==> src/core/tmr3_map.vh <==
// register map, field layout and mode codes for the timer 3 control block
`ifndef TMR3_MAP_VH
`define TMR3_MAP_VH
// register byte offsets
`define TMR3_OFS_CONTROL   12'h000
`define TMR3_OFS_PERIOD    12'h004
`define TMR3_OFS_PULSE     12'h008
`define TMR3_OFS_PARTNER   12'h00C
`define TMR3_OFS_STATUS    12'h010
`define TMR3_OFS_SYSCFG    12'h014
// control register fields
`define TMR3_CTL_MODE_LO   0
`define TMR3_CTL_MODE_HI   2
`define TMR3_CTL_START     3
`define TMR3_CTL_CLK_LO    4
`define TMR3_CTL_CLK_HI    6
`define TMR3_CTL_FF        7
// partner (unit 4) control bits held here
`define TMR3_PTN_MODE_LO   0
`define TMR3_PTN_MODE_HI   2
`define TMR3_PTN_START     3
`define TMR3_PTN_FF        7
// system configuration bits
`define TMR3_SYS_DIVSEL    0
`define TMR3_SYS_LOWSPEED  1
// status bits
`define TMR3_STS_REFUSED   18
// mode codes
`define TMR3_MODE_TIMER    3'b000
`define TMR3_MODE_PDO      3'b001
`define TMR3_MODE_PWM      3'b010
`define TMR3_MODE_CASCADE  3'b011
`define TMR3_PMODE_PWM16   3'b110
// clock select codes
`define TMR3_CLK_SLOWEST   3'b000
`define TMR3_CLK_FC        3'b110
`define TMR3_CLK_PIN       3'b111
// divider widths and taps
`define TMR3_DIV_W         11
`define TMR3_TAP_FC11      10
`define TMR3_TAP_FC7       6
`define TMR3_TAP_FC5       4
`define TMR3_TAP_FC3       2
`define TMR3_TAP_FC1       0
`define TMR3_TAP_FS3       2
// reset values
`define TMR3_RST_BYTE      8'h00
`define TMR3_RST_WORD      32'h0000_0000
`endif

==> src/core/tmr3_sync.v <==
// two-stage synchroniser for pin inputs
`timescale 1ns/10ps
module tmr3_sync
(
  input  wire pclk,
  input  wire presetn,
  input  wire din,
  output reg  dout
);
  reg stage1;
  always @(posedge pclk or negedge presetn)
  begin
    if (!presetn)
    begin
      stage1 <= 1'b0;
      dout   <= 1'b0;
    end
    else
    begin
      stage1 <= din;
      dout   <= stage1;
    end
  end
endmodule // tmr3_sync

==> src/core/tmr3_tick.v <==
// prescaler that turns a selected clock source into one-cycle count ticks
`timescale 1ns/10ps
`include "tmr3_map.vh"
module tmr3_tick
(
  input  wire       pclk,
  input  wire       presetn,
  input  wire       run,
  input  wire [2:0] clk_sel,
  input  wire       slow_src,
  input  wire       fc_tick,
  input  wire       fs_tick,
  input  wire       pin_rise,
  output reg        tick
);
  reg  [`TMR3_DIV_W-1:0] fc_div;
  reg  [`TMR3_DIV_W-1:0] fs_div;
  wire [`TMR3_DIV_W-1:0] fc_nxt;
  wire [`TMR3_DIV_W-1:0] fs_nxt;
  reg                    next_tick;

  assign fc_nxt = fc_div + {{(`TMR3_DIV_W-1){1'b0}}, 1'b1};
  assign fs_nxt = fs_div + {{(`TMR3_DIV_W-1){1'b0}}, 1'b1};

  // carry out of a divider stage: all lower bits set while incrementing
  function carry;
    input [`TMR3_DIV_W-1:0] cnt;
    input integer           tap;
    input                   inc;
    integer                 i;
    begin
      carry = inc;
      for (i = 0; i < `TMR3_DIV_W; i = i + 1)
        if (i <= tap)
          carry = carry & cnt[i];
    end
  endfunction

  always @*
  begin
    case (clk_sel)
      3'b000:  next_tick = slow_src ? carry(fs_div, `TMR3_TAP_FS3, fs_tick)
                                    : carry(fc_div, `TMR3_TAP_FC11, fc_tick);
      3'b001:  next_tick = carry(fc_div, `TMR3_TAP_FC7, fc_tick);
      3'b010:  next_tick = carry(fc_div, `TMR3_TAP_FC5, fc_tick);
      3'b011:  next_tick = carry(fc_div, `TMR3_TAP_FC3, fc_tick);
      3'b100:  next_tick = fs_tick;
      3'b101:  next_tick = carry(fc_div, `TMR3_TAP_FC1, fc_tick);
      3'b110:  next_tick = fc_tick;
      default: next_tick = pin_rise;
    endcase
  end

  // dividers restart with each start so the first period is whole
  always @(posedge pclk or negedge presetn)
  begin
    if (!presetn)
    begin
      fc_div <= {`TMR3_DIV_W{1'b0}};
      fs_div <= {`TMR3_DIV_W{1'b0}};
      tick   <= 1'b0;
    end
    else if (!run)
    begin
      fc_div <= {`TMR3_DIV_W{1'b0}};
      fs_div <= {`TMR3_DIV_W{1'b0}};
      tick   <= 1'b0;
    end
    else
    begin
      if (fc_tick)
        fc_div <= fc_nxt;
      if (fs_tick)
        fs_div <= fs_nxt;
      tick <= next_tick;
    end
  end
endmodule // tmr3_tick

==> src/core/tmr3_ctrl.v <==
// timer 3 control, source clock selection and 8/16-bit cascade with unit 4
// How it works
// - clock-select code picks fast (undivided or prescaled), slow (undivided or divided-by-8), or timer pin
// - start bit 0 stops and clears the counter; 1 starts counting
// - mode picks timer, divider output, pwm or cascade; top-bit codes reserved
// - mode, clock and preset are taken in the write that starts the timer
// - in cascade this unit's clock select feeds the 16-bit counter
// - in cascade the partner's start and preset bits govern
// - in cascade, partner with top mode bit counts this unit's overflow
//
// The APB register port and the address map are this design's own decisions.
`timescale 1ns/10ps
`include "tmr3_map.vh"
module tmr3_ctrl
(
  input  wire        pclk,
  input  wire        presetn,
  input  wire        psel,
  input  wire        penable,
  input  wire        pwrite,
  input  wire [11:0] paddr,
  input  wire [31:0] pwdata,
  output wire [31:0] prdata,
  output wire        pready,
  output wire        pslverr,
  input  wire        fc_tick,
  input  wire        fs_tick,
  input  wire        timer_pin,
  output reg         timer3_out,
  output reg         overflow3,
  output reg         partner_tick
);
  ////////////////////////////////////////////////////////////////////////////
  localparam ST_IDLE = 3'b001;
  localparam ST_RUN  = 3'b010;
  localparam ST_BAD  = 3'b100;

  reg  [7:0]  timer3_control;
  reg  [7:0]  timer3_period_compare;
  reg  [7:0]  timer3_pulse_width;
  reg  [7:0]  timer4_control;
  reg  [1:0]  sys_cfg;
  reg  [7:0]  count_lo;
  reg  [7:0]  count_hi;
  reg  [2:0]  state;
  reg  [2:0]  next_state;
  reg         pin_prev;
  reg         wr_ignored;
  reg  [31:0] rd_mux;
  reg  [31:0] read_word;
  wire        pin_sync;
  wire        pin_rise;
  wire        tick;
  wire        wr;
  wire        rd;
  wire        hit;

  wire [2:0] timer3_mode_field   = timer3_control[`TMR3_CTL_MODE_HI:`TMR3_CTL_MODE_LO];
  wire       timer3_start_bit    = timer3_control[`TMR3_CTL_START];
  wire [2:0] timer3_clock_select = timer3_control[`TMR3_CTL_CLK_HI:`TMR3_CTL_CLK_LO];
  wire       timer3_flipflop_preset = timer3_control[`TMR3_CTL_FF];
  wire [2:0] timer4_mode_field   = timer4_control[`TMR3_PTN_MODE_HI:`TMR3_PTN_MODE_LO];
  wire       timer4_start_bit    = timer4_control[`TMR3_PTN_START];
  wire       timer4_flipflop_preset = timer4_control[`TMR3_PTN_FF];
  wire       divider_stage_select = sys_cfg[`TMR3_SYS_DIVSEL];
  wire       low_speed_mode      = sys_cfg[`TMR3_SYS_LOWSPEED];

  wire cascade  = (timer3_mode_field == `TMR3_MODE_CASCADE);
  wire reserved = timer3_mode_field[2];
  wire start_eff = cascade ? timer4_start_bit : timer3_start_bit;
  wire ff_eff    = cascade ? timer4_flipflop_preset : timer3_flipflop_preset;
  wire run = (state == ST_RUN);

  ////////////////////////////////////////////////////////////////////////////
  // bus decode: zero wait states, unmapped addresses answer with an error
  assign wr      = psel & penable & pwrite;
  assign rd      = psel & ~pwrite;
  assign pready  = 1'b1;
  // one decode per register, shared by the error flag and the write enables
  wire sel_ctl = (paddr == `TMR3_OFS_CONTROL);
  wire sel_per = (paddr == `TMR3_OFS_PERIOD);
  wire sel_pul = (paddr == `TMR3_OFS_PULSE);
  wire sel_ptn = (paddr == `TMR3_OFS_PARTNER);
  wire sel_sts = (paddr == `TMR3_OFS_STATUS);
  wire sel_sys = (paddr == `TMR3_OFS_SYSCFG);
  assign hit     = sel_ctl | sel_per | sel_pul | sel_ptn | sel_sts | sel_sys;
  assign pslverr = psel & penable & ~hit;

  always @*
  begin
    rd_mux = `TMR3_RST_WORD;
    if (rd)
    begin
      case (paddr)
        `TMR3_OFS_CONTROL: rd_mux = {24'h00_0000, timer3_control};
        `TMR3_OFS_PERIOD:  rd_mux = {24'h00_0000, timer3_period_compare};
        `TMR3_OFS_PULSE:   rd_mux = {24'h00_0000, timer3_pulse_width};
        `TMR3_OFS_PARTNER: rd_mux = {24'h00_0000, timer4_control};
        `TMR3_OFS_STATUS:  rd_mux = {8'h00, 5'b0_0000, wr_ignored, reserved, run,
                                     count_hi, count_lo};
        `TMR3_OFS_SYSCFG:  rd_mux = {30'h0000_0000, sys_cfg};
        default:           rd_mux = `TMR3_RST_WORD;
      endcase
    end
  end

  // read word captured in the setup cycle, so it stands through the access
  // cycle even if the counter moves; zero again once the access is taken
  always @(posedge pclk or negedge presetn)
  begin
    if (!presetn)
      read_word <= `TMR3_RST_WORD;
    else if (psel & ~penable)
      read_word <= rd_mux;
    else
      read_word <= `TMR3_RST_WORD;
  end
  assign prdata = read_word;

  ////////////////////////////////////////////////////////////////////////////
  // register writes; config fields only latch while stopped or on the start write
  wire ctl_wr = wr & sel_ctl;
  wire ptn_wr = wr & sel_ptn;
  wire [2:0] new_mode = pwdata[`TMR3_CTL_MODE_HI:`TMR3_CTL_MODE_LO];
  wire pwm_any = (timer3_mode_field == `TMR3_MODE_PWM) |
                 (cascade & (timer4_mode_field == `TMR3_PMODE_PWM16));

  always @(posedge pclk or negedge presetn)
  begin
    if (!presetn)
    begin
      timer3_control        <= `TMR3_RST_BYTE;
      timer3_period_compare <= `TMR3_RST_BYTE;
      timer3_pulse_width    <= `TMR3_RST_BYTE;
      timer4_control        <= `TMR3_RST_BYTE;
      sys_cfg               <= 2'b00;
      wr_ignored            <= 1'b0;
    end
    else
    begin
      if (ctl_wr)
      begin
        timer3_control[`TMR3_CTL_START] <= pwdata[`TMR3_CTL_START];
        // while running, only the start bit is taken; stop keeps the fields
        // run is checked too: in cascade the partner starts the pair
        if (!timer3_start_bit & !run)
        begin
          timer3_control[`TMR3_CTL_MODE_HI:`TMR3_CTL_MODE_LO] <= new_mode;
          timer3_control[`TMR3_CTL_CLK_HI:`TMR3_CTL_CLK_LO] <=
            pwdata[`TMR3_CTL_CLK_HI:`TMR3_CTL_CLK_LO];
          timer3_control[`TMR3_CTL_FF] <= pwdata[`TMR3_CTL_FF];
        end
      end
      if (ptn_wr)
        timer4_control <= pwdata[7:0];
      if (wr & sel_sys)
        sys_cfg <= pwdata[1:0];
      // guarded period and pulse writes; a refused write is flagged
      if (wr & sel_per)
      begin
        if (!run)
          timer3_period_compare <= pwdata[7:0];
        else
          wr_ignored <= 1'b1;
      end
      else if (wr & sel_pul)
      begin
        if (!run | pwm_any)
          timer3_pulse_width <= pwdata[7:0];
        else
          wr_ignored <= 1'b1;
      end
      else if (wr & sel_sts & pwdata[`TMR3_STS_REFUSED])
        wr_ignored <= 1'b0;
    end
  end

  ////////////////////////////////////////////////////////////////////////////
  // pin input, tick generation
  tmr3_sync u_pin_sync
  (
    .pclk    (pclk),
    .presetn (presetn),
    .din     (timer_pin),
    .dout    (pin_sync)
  );

  always @(posedge pclk or negedge presetn)
  begin
    if (!presetn)
      pin_prev <= 1'b0;
    else
      pin_prev <= pin_sync;
  end
  assign pin_rise = pin_sync & ~pin_prev;

  // in cascade this unit's own select still drives the pair
  tmr3_tick u_tick
  (
    .pclk     (pclk),
    .presetn  (presetn),
    .run      (run),
    .clk_sel  (timer3_clock_select),
    .slow_src (divider_stage_select | low_speed_mode),
    .fc_tick  (fc_tick),
    .fs_tick  (fs_tick),
    .pin_rise (pin_rise),
    .tick     (tick)
  );

  ////////////////////////////////////////////////////////////////////////////
  // run state
  always @*
  begin
    case (state)
      ST_IDLE: next_state = reserved ? ST_BAD : (start_eff ? ST_RUN : ST_IDLE);
      ST_RUN:  next_state = start_eff ? ST_RUN : ST_IDLE;
      ST_BAD:  next_state = reserved ? ST_BAD : ST_IDLE;
      default: next_state = ST_IDLE;
    endcase
  end

  always @(posedge pclk or negedge presetn)
  begin
    if (!presetn)
      state <= ST_IDLE;
    else
      state <= next_state;
  end

  ////////////////////////////////////////////////////////////////////////////
  // counting datapath for 8-bit modes and the 16-bit cascade
  wire match_lo = (count_lo == timer3_period_compare);
  wire upper16  = timer4_mode_field[2];
  wire lo_wrap  = tick & (count_lo == 8'hFF);

  always @(posedge pclk or negedge presetn)
  begin
    if (!presetn)
    begin
      count_lo     <= `TMR3_RST_BYTE;
      count_hi     <= `TMR3_RST_BYTE;
      timer3_out   <= 1'b0;
      overflow3    <= 1'b0;
      partner_tick <= 1'b0;
    end
    else if (!run)
    begin
      count_lo     <= `TMR3_RST_BYTE;
      count_hi     <= `TMR3_RST_BYTE;
      timer3_out   <= ff_eff;
      overflow3    <= 1'b0;
      partner_tick <= 1'b0;
    end
    else
    begin
      overflow3    <= 1'b0;
      partner_tick <= 1'b0;
      if (cascade)
      begin
        // upper byte counts the lower byte's overflow, not its own clock
        if (tick)
          count_lo <= count_lo + 8'h01;
        if (lo_wrap & upper16)
        begin
          partner_tick <= 1'b1;
          count_hi     <= count_hi + 8'h01;
          if (count_hi == 8'hFF)
            timer3_out <= ~timer3_out;
        end
      end
      else if (tick)
      begin
        case (timer3_mode_field)
          `TMR3_MODE_TIMER, `TMR3_MODE_PDO:
          begin
            if (match_lo)
            begin
              count_lo  <= `TMR3_RST_BYTE;
              overflow3 <= 1'b1;
              if (timer3_mode_field == `TMR3_MODE_PDO)
                timer3_out <= ~timer3_out;
            end
            else
              count_lo <= count_lo + 8'h01;
          end
          `TMR3_MODE_PWM:
          begin
            // output inverts on pulse-width match and returns at wrap
            count_lo <= count_lo + 8'h01;
            if (count_lo == timer3_pulse_width)
              timer3_out <= ~ff_eff;
            if (count_lo == 8'hFF)
            begin
              timer3_out <= ff_eff;
              overflow3  <= 1'b1;
            end
          end
          default: count_lo <= count_lo;
        endcase
      end
    end
  end
endmodule // tmr3_ctrl

==> config.mk <==
export PLATFORM = sky130hd
export DESIGN_NAME = tmr3_ctrl
export DESIGN_NICKNAME = d
export VERILOG_FILES = /design/src/core/tmr3_sync.v /design/src/core/tmr3_tick.v /design/src/core/tmr3_ctrl.v
export VERILOG_INCLUDE_DIRS = /design/src /design/src/core
export SDC_FILE = /design/constraint.sdc
export NUM_CORES = 1
export LEC_CHECK = 0
export ABC_AREA = 1
export BUFFER_PORTS_ARGS = -buffer_cell sky130_fd_sc_hd__buf_2
export CORE_UTILIZATION = 50
export DETAILED_ROUTE_END_ITERATION = 16
export GPL_TIMING_DRIVEN = 1
export PLACE_DENSITY = 0.75
export RECOVER_POWER = 25
export SYNTH_ARGS = -nofsm -noshare
export SYNTH_HDL_FRONTEND = slang
export SYNTH_SLANG_ARGS = --single-unit
export TNS_END_PERCENT = 100
==> constraint.sdc <==
create_clock -name pclk -period 1.6 [get_ports pclk]
set_input_delay 0.32 -clock pclk [delete_from_list [all_inputs] [get_ports pclk]]
set_output_delay 0.32 -clock pclk [all_outputs]
set_load 0.1 [all_outputs]
==> results.md <==
- The number of nets at the end of the flow is 812.
- The die covers 10,500 µm².
- The first global-routing pass estimated 20.9 mm of wire.
- The finished layout holds 894 standard cells, fillers aside.
- The placed cell count is 854.
- The number of instances on the worst hold path is 1.
- Setup repair after global routing could not meet its margin everywhere.
- Subtracting the final worst setup slack from the clock period gives 1.73 ns.
- In this run the worst path has a maximum fanout of 3.
- The die is 102 µm tall.
- Of the cells placed in the final design, the portion with a size suffix greater than 1 is 29.6%.
- The number of antenna violations at the first check in global routing is 0.
- The clock net in this run drives a total of 94 sinks.
- The length in cells of the worst reg-to-reg path is 9.
- In the post-route analysis, the smallest setup slack over all paths is -0.127 ns.
- The HPWL after detailed placement is 9.49 mm.
- Static timing analysis puts the maximum clock frequency at 579 MHz.
- The total via count after detailed routing is 4,584.
- The slew of the pin with the lowest slew margin is 0.720 ns.
- The flow ran to the end, but the final reports show violations.
- The wire length reported by the detailed router is 13.3 mm.
- The first routing iteration left 200 violations.
- The post-synthesis cell area is 5030 µm².
- From left edge to right edge, the die measures 102 µm.
- Synthesis inferred 94 register bits.
- The number of antenna diodes is 0.
- Entering global routing, the biggest net connects 33 pins.
- The worst setup path is captured at a primary output.
- The setup violation total in the final timing report is 1.
- The final non-filler cell area is 6420 µm².
- The placer congestion estimate is 0.927.
- The standard cell area after detailed placement is 5790 µm².
- The mean area per synthesized cell is 7.94 µm².
- The worst vdd rail ir drop is 0.000573 V.
- The share of the yosys chip area belonging to registers is 46.7%.
- In this design, the critical path's most frequently occurring cell is sky130_fd_sc_hd__nor2_4.
- Across the run, the number of max-cap violations was 0.
- The end of the worst register-to-register path is timer3_pulse_width[2]$_DFFE_PN0P_.
- The utilization after layout is 65.7%.
- The worst hold slack is 0.0641 ns.
- The critical path goes through buf_2, nor2_2, nand2_2, nor2_4, buf_12, nand3_4, clkinv_4, nor2_4, nand3_4, nor2_4, buf_12.
- The leakage power of the design is 3.12 nW.
- The total count of max-transition violations in the final report is 0.
- The tightest min-delay check is of the input pin to flop type.
- The required arrival time at the worst endpoint is 1.28 ns.
- The cell with the largest stage delay on the worst path is sky130_fd_sc_hd__buf_12.
- The area of the core is 9770 µm².
- TritonCTS built the clock tree.
- The number of input and output port buffers inserted is 51.
- The total power density per cell area is 856 nW/µm².
- The worst endpoint data arrival time is 1.41 ns.
- The worst register-to-register path begins at state[0]$_DFF_PN1_.
- The clock root buffer master is sky130_fd_sc_hd__clkbuf_8.
- From synthesis to final layout, the design area changed by 27.6%.
- Synthesis handed over a netlist of 634 instances.
- Global routing used 26.4% of the available tracks.
- The initial core utilization is 51.5%.
- Clock tree synthesis inserted a total of 9 buffers.
- The power consumption is 5.50 mW.
- The total DRC errors in the routed layout is 0.
- The period utilization is 108%.
- The detail route stage leaves a number of antenna-violating nets equal to 0.
- The worst-case headroom to the max-slew limit is 52.0%.
- For this design the top-level I/O count stands at 89.
- For this run, the slowest stage of the critical path takes 0.18 ns.
- The origin of the worst min-delay path is timer_pin.
- The internal reg-to-reg setup slack is 0.05 ns.
- The number of hold violations in the final report is 0.
- The number of different library cells used by synthesis comes to 43.
- Dividing the detail-routed wire length by the instance count gives 14.9 µm.
- The type of the worst setup path is input pin to primary output.
- The later-pin clock latency in the skew report is 0.37 ns.
- The overall overflow remaining after global route is 0.
- The clock-pin slew on the worst setup and hold paths is 0.08 ns.
- The deepest clock path buffer count is 2.
- The H-tree generated during clock tree synthesis spans 3 levels.
- STA classifies the critical path startpoint as an input pin.
- The destination of the worst hold path is u_pin_sync.stage1$_DFF_PN0_.
- The cell row count is 36.
- The number of vias per cell is 5.13.
- The number of synthesis warnings is 0.
- Clock skew on the completed layout was measured at 0.0123 ns.
- The checks that failed: setup timing.
- The number of global-route vias before repair is 4,310.
- The detailed-router iteration count before antenna repair is 5.
[how the worst max path moves through the flow]
| stage | to | cells after the start | from |
|---|---|---|---|
| floorplan | pslverr | 8 | paddr[9] |
| global placement | pslverr | 10 | paddr[6] |
| detailed placement | pslverr | 10 | paddr[7] |
| CTS | pslverr | 9 | paddr[5] |
| global route | pslverr | 9 | paddr[5] |
| finish | pslverr | 11 | paddr[10] |
[cell usage in the layout, fill, tap and decap left out, types with 2 or more instances in the layout]
| master | instances |
|---|---|
| sky130_fd_sc_hd__bufinv_16 | 2 |
| sky130_fd_sc_hd__buf_2 | 46 |
| sky130_fd_sc_hd__nand2_2 | 9 |
| sky130_fd_sc_hd__ha_1 | 3 |
| sky130_fd_sc_hd__nand2_4 | 3 |
| sky130_fd_sc_hd__nor3_1 | 12 |
| sky130_fd_sc_hd__o21ai_0 | 34 |
| sky130_fd_sc_hd__nor3_2 | 3 |
| sky130_fd_sc_hd__a21oi_1 | 22 |
| sky130_fd_sc_hd__buf_6 | 7 |
| sky130_fd_sc_hd__nand3_4 | 5 |
| sky130_fd_sc_hd__nor2_4 | 10 |
| sky130_fd_sc_hd__nor2_2 | 10 |
| sky130_fd_sc_hd__buf_4 | 63 |
| sky130_fd_sc_hd__nand2_1 | 164 |
| sky130_fd_sc_hd__clkbuf_8 | 9 |
| sky130_fd_sc_hd__xor2_1 | 6 |
| sky130_fd_sc_hd__conb_1 | 14 |
| sky130_fd_sc_hd__o22ai_1 | 4 |
| sky130_fd_sc_hd__buf_12 | 6 |
| sky130_fd_sc_hd__nand3_2 | 6 |
| sky130_fd_sc_hd__nand4_1 | 12 |
| sky130_fd_sc_hd__inv_1 | 69 |
| sky130_fd_sc_hd__clkbuf_2 | 2 |
| sky130_fd_sc_hd__inv_2 | 5 |
| sky130_fd_sc_hd__dfrtp_1 | 89 |
| sky130_fd_sc_hd__xnor2_1 | 12 |
| sky130_fd_sc_hd__clkinv_2 | 3 |
| sky130_fd_sc_hd__clkinv_1 | 2 |
| sky130_fd_sc_hd__nor2_1 | 43 |
| sky130_fd_sc_hd__o21ai_1 | 14 |
| sky130_fd_sc_hd__dfrtp_2 | 4 |
| sky130_fd_sc_hd__nand3_1 | 27 |
| sky130_fd_sc_hd__o21ai_2 | 18 |
[layer usage]
layer / part of all wire, % / up-vias / global-route usage [%]
li1: - / 2259 / -
met1: 42 / 2162 / 33.1
met2: 50 / 137 / 45.8
met3: 4.9 / 26 / 4.31
met4: 2.8 / 0 / 9.78
met5: 0 / - / 0
[repair_timing]
item | 4_1_cts | 5_1_grt
endpoints found under the hold margin | 23 | 0
hold buffers | 1 | 0
pin swaps | 10 | 13
setup endpoints to repair | 9 | 27
gates cloned | 0 | 2
setup buffers | 12 | 10
resized for setup | 21 | 49
[kinds of logic after synthesis]
family | count (synthesis) | share of synthesized area, %
XOR/XNOR | 18 | 3.13
other | 2 | 0.149
flip-flops | 94 | 46.7
AND/OR/NAND/NOR | 308 | 27.3
adder cells (fa/ha/maj) | 4 | 0.994
AO/OA/AOI/OAI | 100 | 11.7
buffers and inverters | 108 | 10.0
[cell usage after synthesis, drive strengths merged]
| library cell | count | area [µm²] |
|---|---|---|
| buf | 27 | 198 |
| nand4 | 13 | 96.3 |
| inv | 75 | 282 |
| xor2 | 6 | 52.6 |
| nor4 | 1 | 6.26 |
| and3 | 1 | 6.26 |
| dfstp | 1 | 26.3 |
| nand2 | 176 | 671 |
| clkinv | 4 | 17.5 |
| a31oi | 1 | 6.26 |
| or2 | 1 | 8.76 |
| nor2 | 63 | 267 |
| o2111ai | 1 | 8.76 |
| o21a | 1 | 7.51 |
| nor3 | 16 | 101 |
| a21oi | 23 | 115 |
| clkbuf | 2 | 8.75 |
| nand3 | 37 | 218 |
| ha | 4 | 50.1 |
| dfrtp | 93 | 2330 |
| o21ai | 66 | 390 |
| o21bai | 1 | 7.51 |
| conb | 2 | 7.51 |
| o22ai | 5 | 31.3 |
| o31ai | 1 | 12.5 |
| o211ai | 1 | 7.51 |
| xnor2 | 12 | 105 |
[worst max-delay path: cells and delay by family]
kind	cells	cell delay (ns)
buffers and inverters	4	0.45
AND/OR/NAND/NOR	7	0.63
[final cells by class]
| cell class | instances | area (µm²) |
|---|---|---|
| well taps | 133 | 166 |
| clock buffers | 10 | 128 |
| fillers | 807 | 3350 |
| repair buffers | 127 | 955 |
| clock inverters | 6 | 86.3 |
| flip-flops and latches | 94 | 2360 |
| multi-input cells | 445 | 2420 |
| inverters | 79 | 305 |
[power breakdown]
part | switching, mW | internal, mW
combinational | 0.805 | 0.476
sequential | 0.0493 | 2.44
clock | 0.847 | 0.882
total | 1.70 | 3.80
[registers in the layout, summed over array words and instances, names as in the netlist, 8 cells and up]
name and cells:
timer4_control 8, u_tick.fc_div 11, timer3_period_compare 8, timer3_pulse_width 8, timer3_control 8, prdata 19, count_lo 8, count_hi 8
[stage by stage]
| step | TNS, ns | worst slack (ns) |
|---|---|---|
| after floorplan | -0.143 | -0.143 |
| after global placement | -3.89 | -0.291 |
| final | -0.127 | -0.127 |
| after global routing | -2.08 | -0.174 |
| after detailed placement | -5.69 | -0.343 |
| after CTS | -0.0883 | -0.0883 |
(Power assumes the default switching activity.)
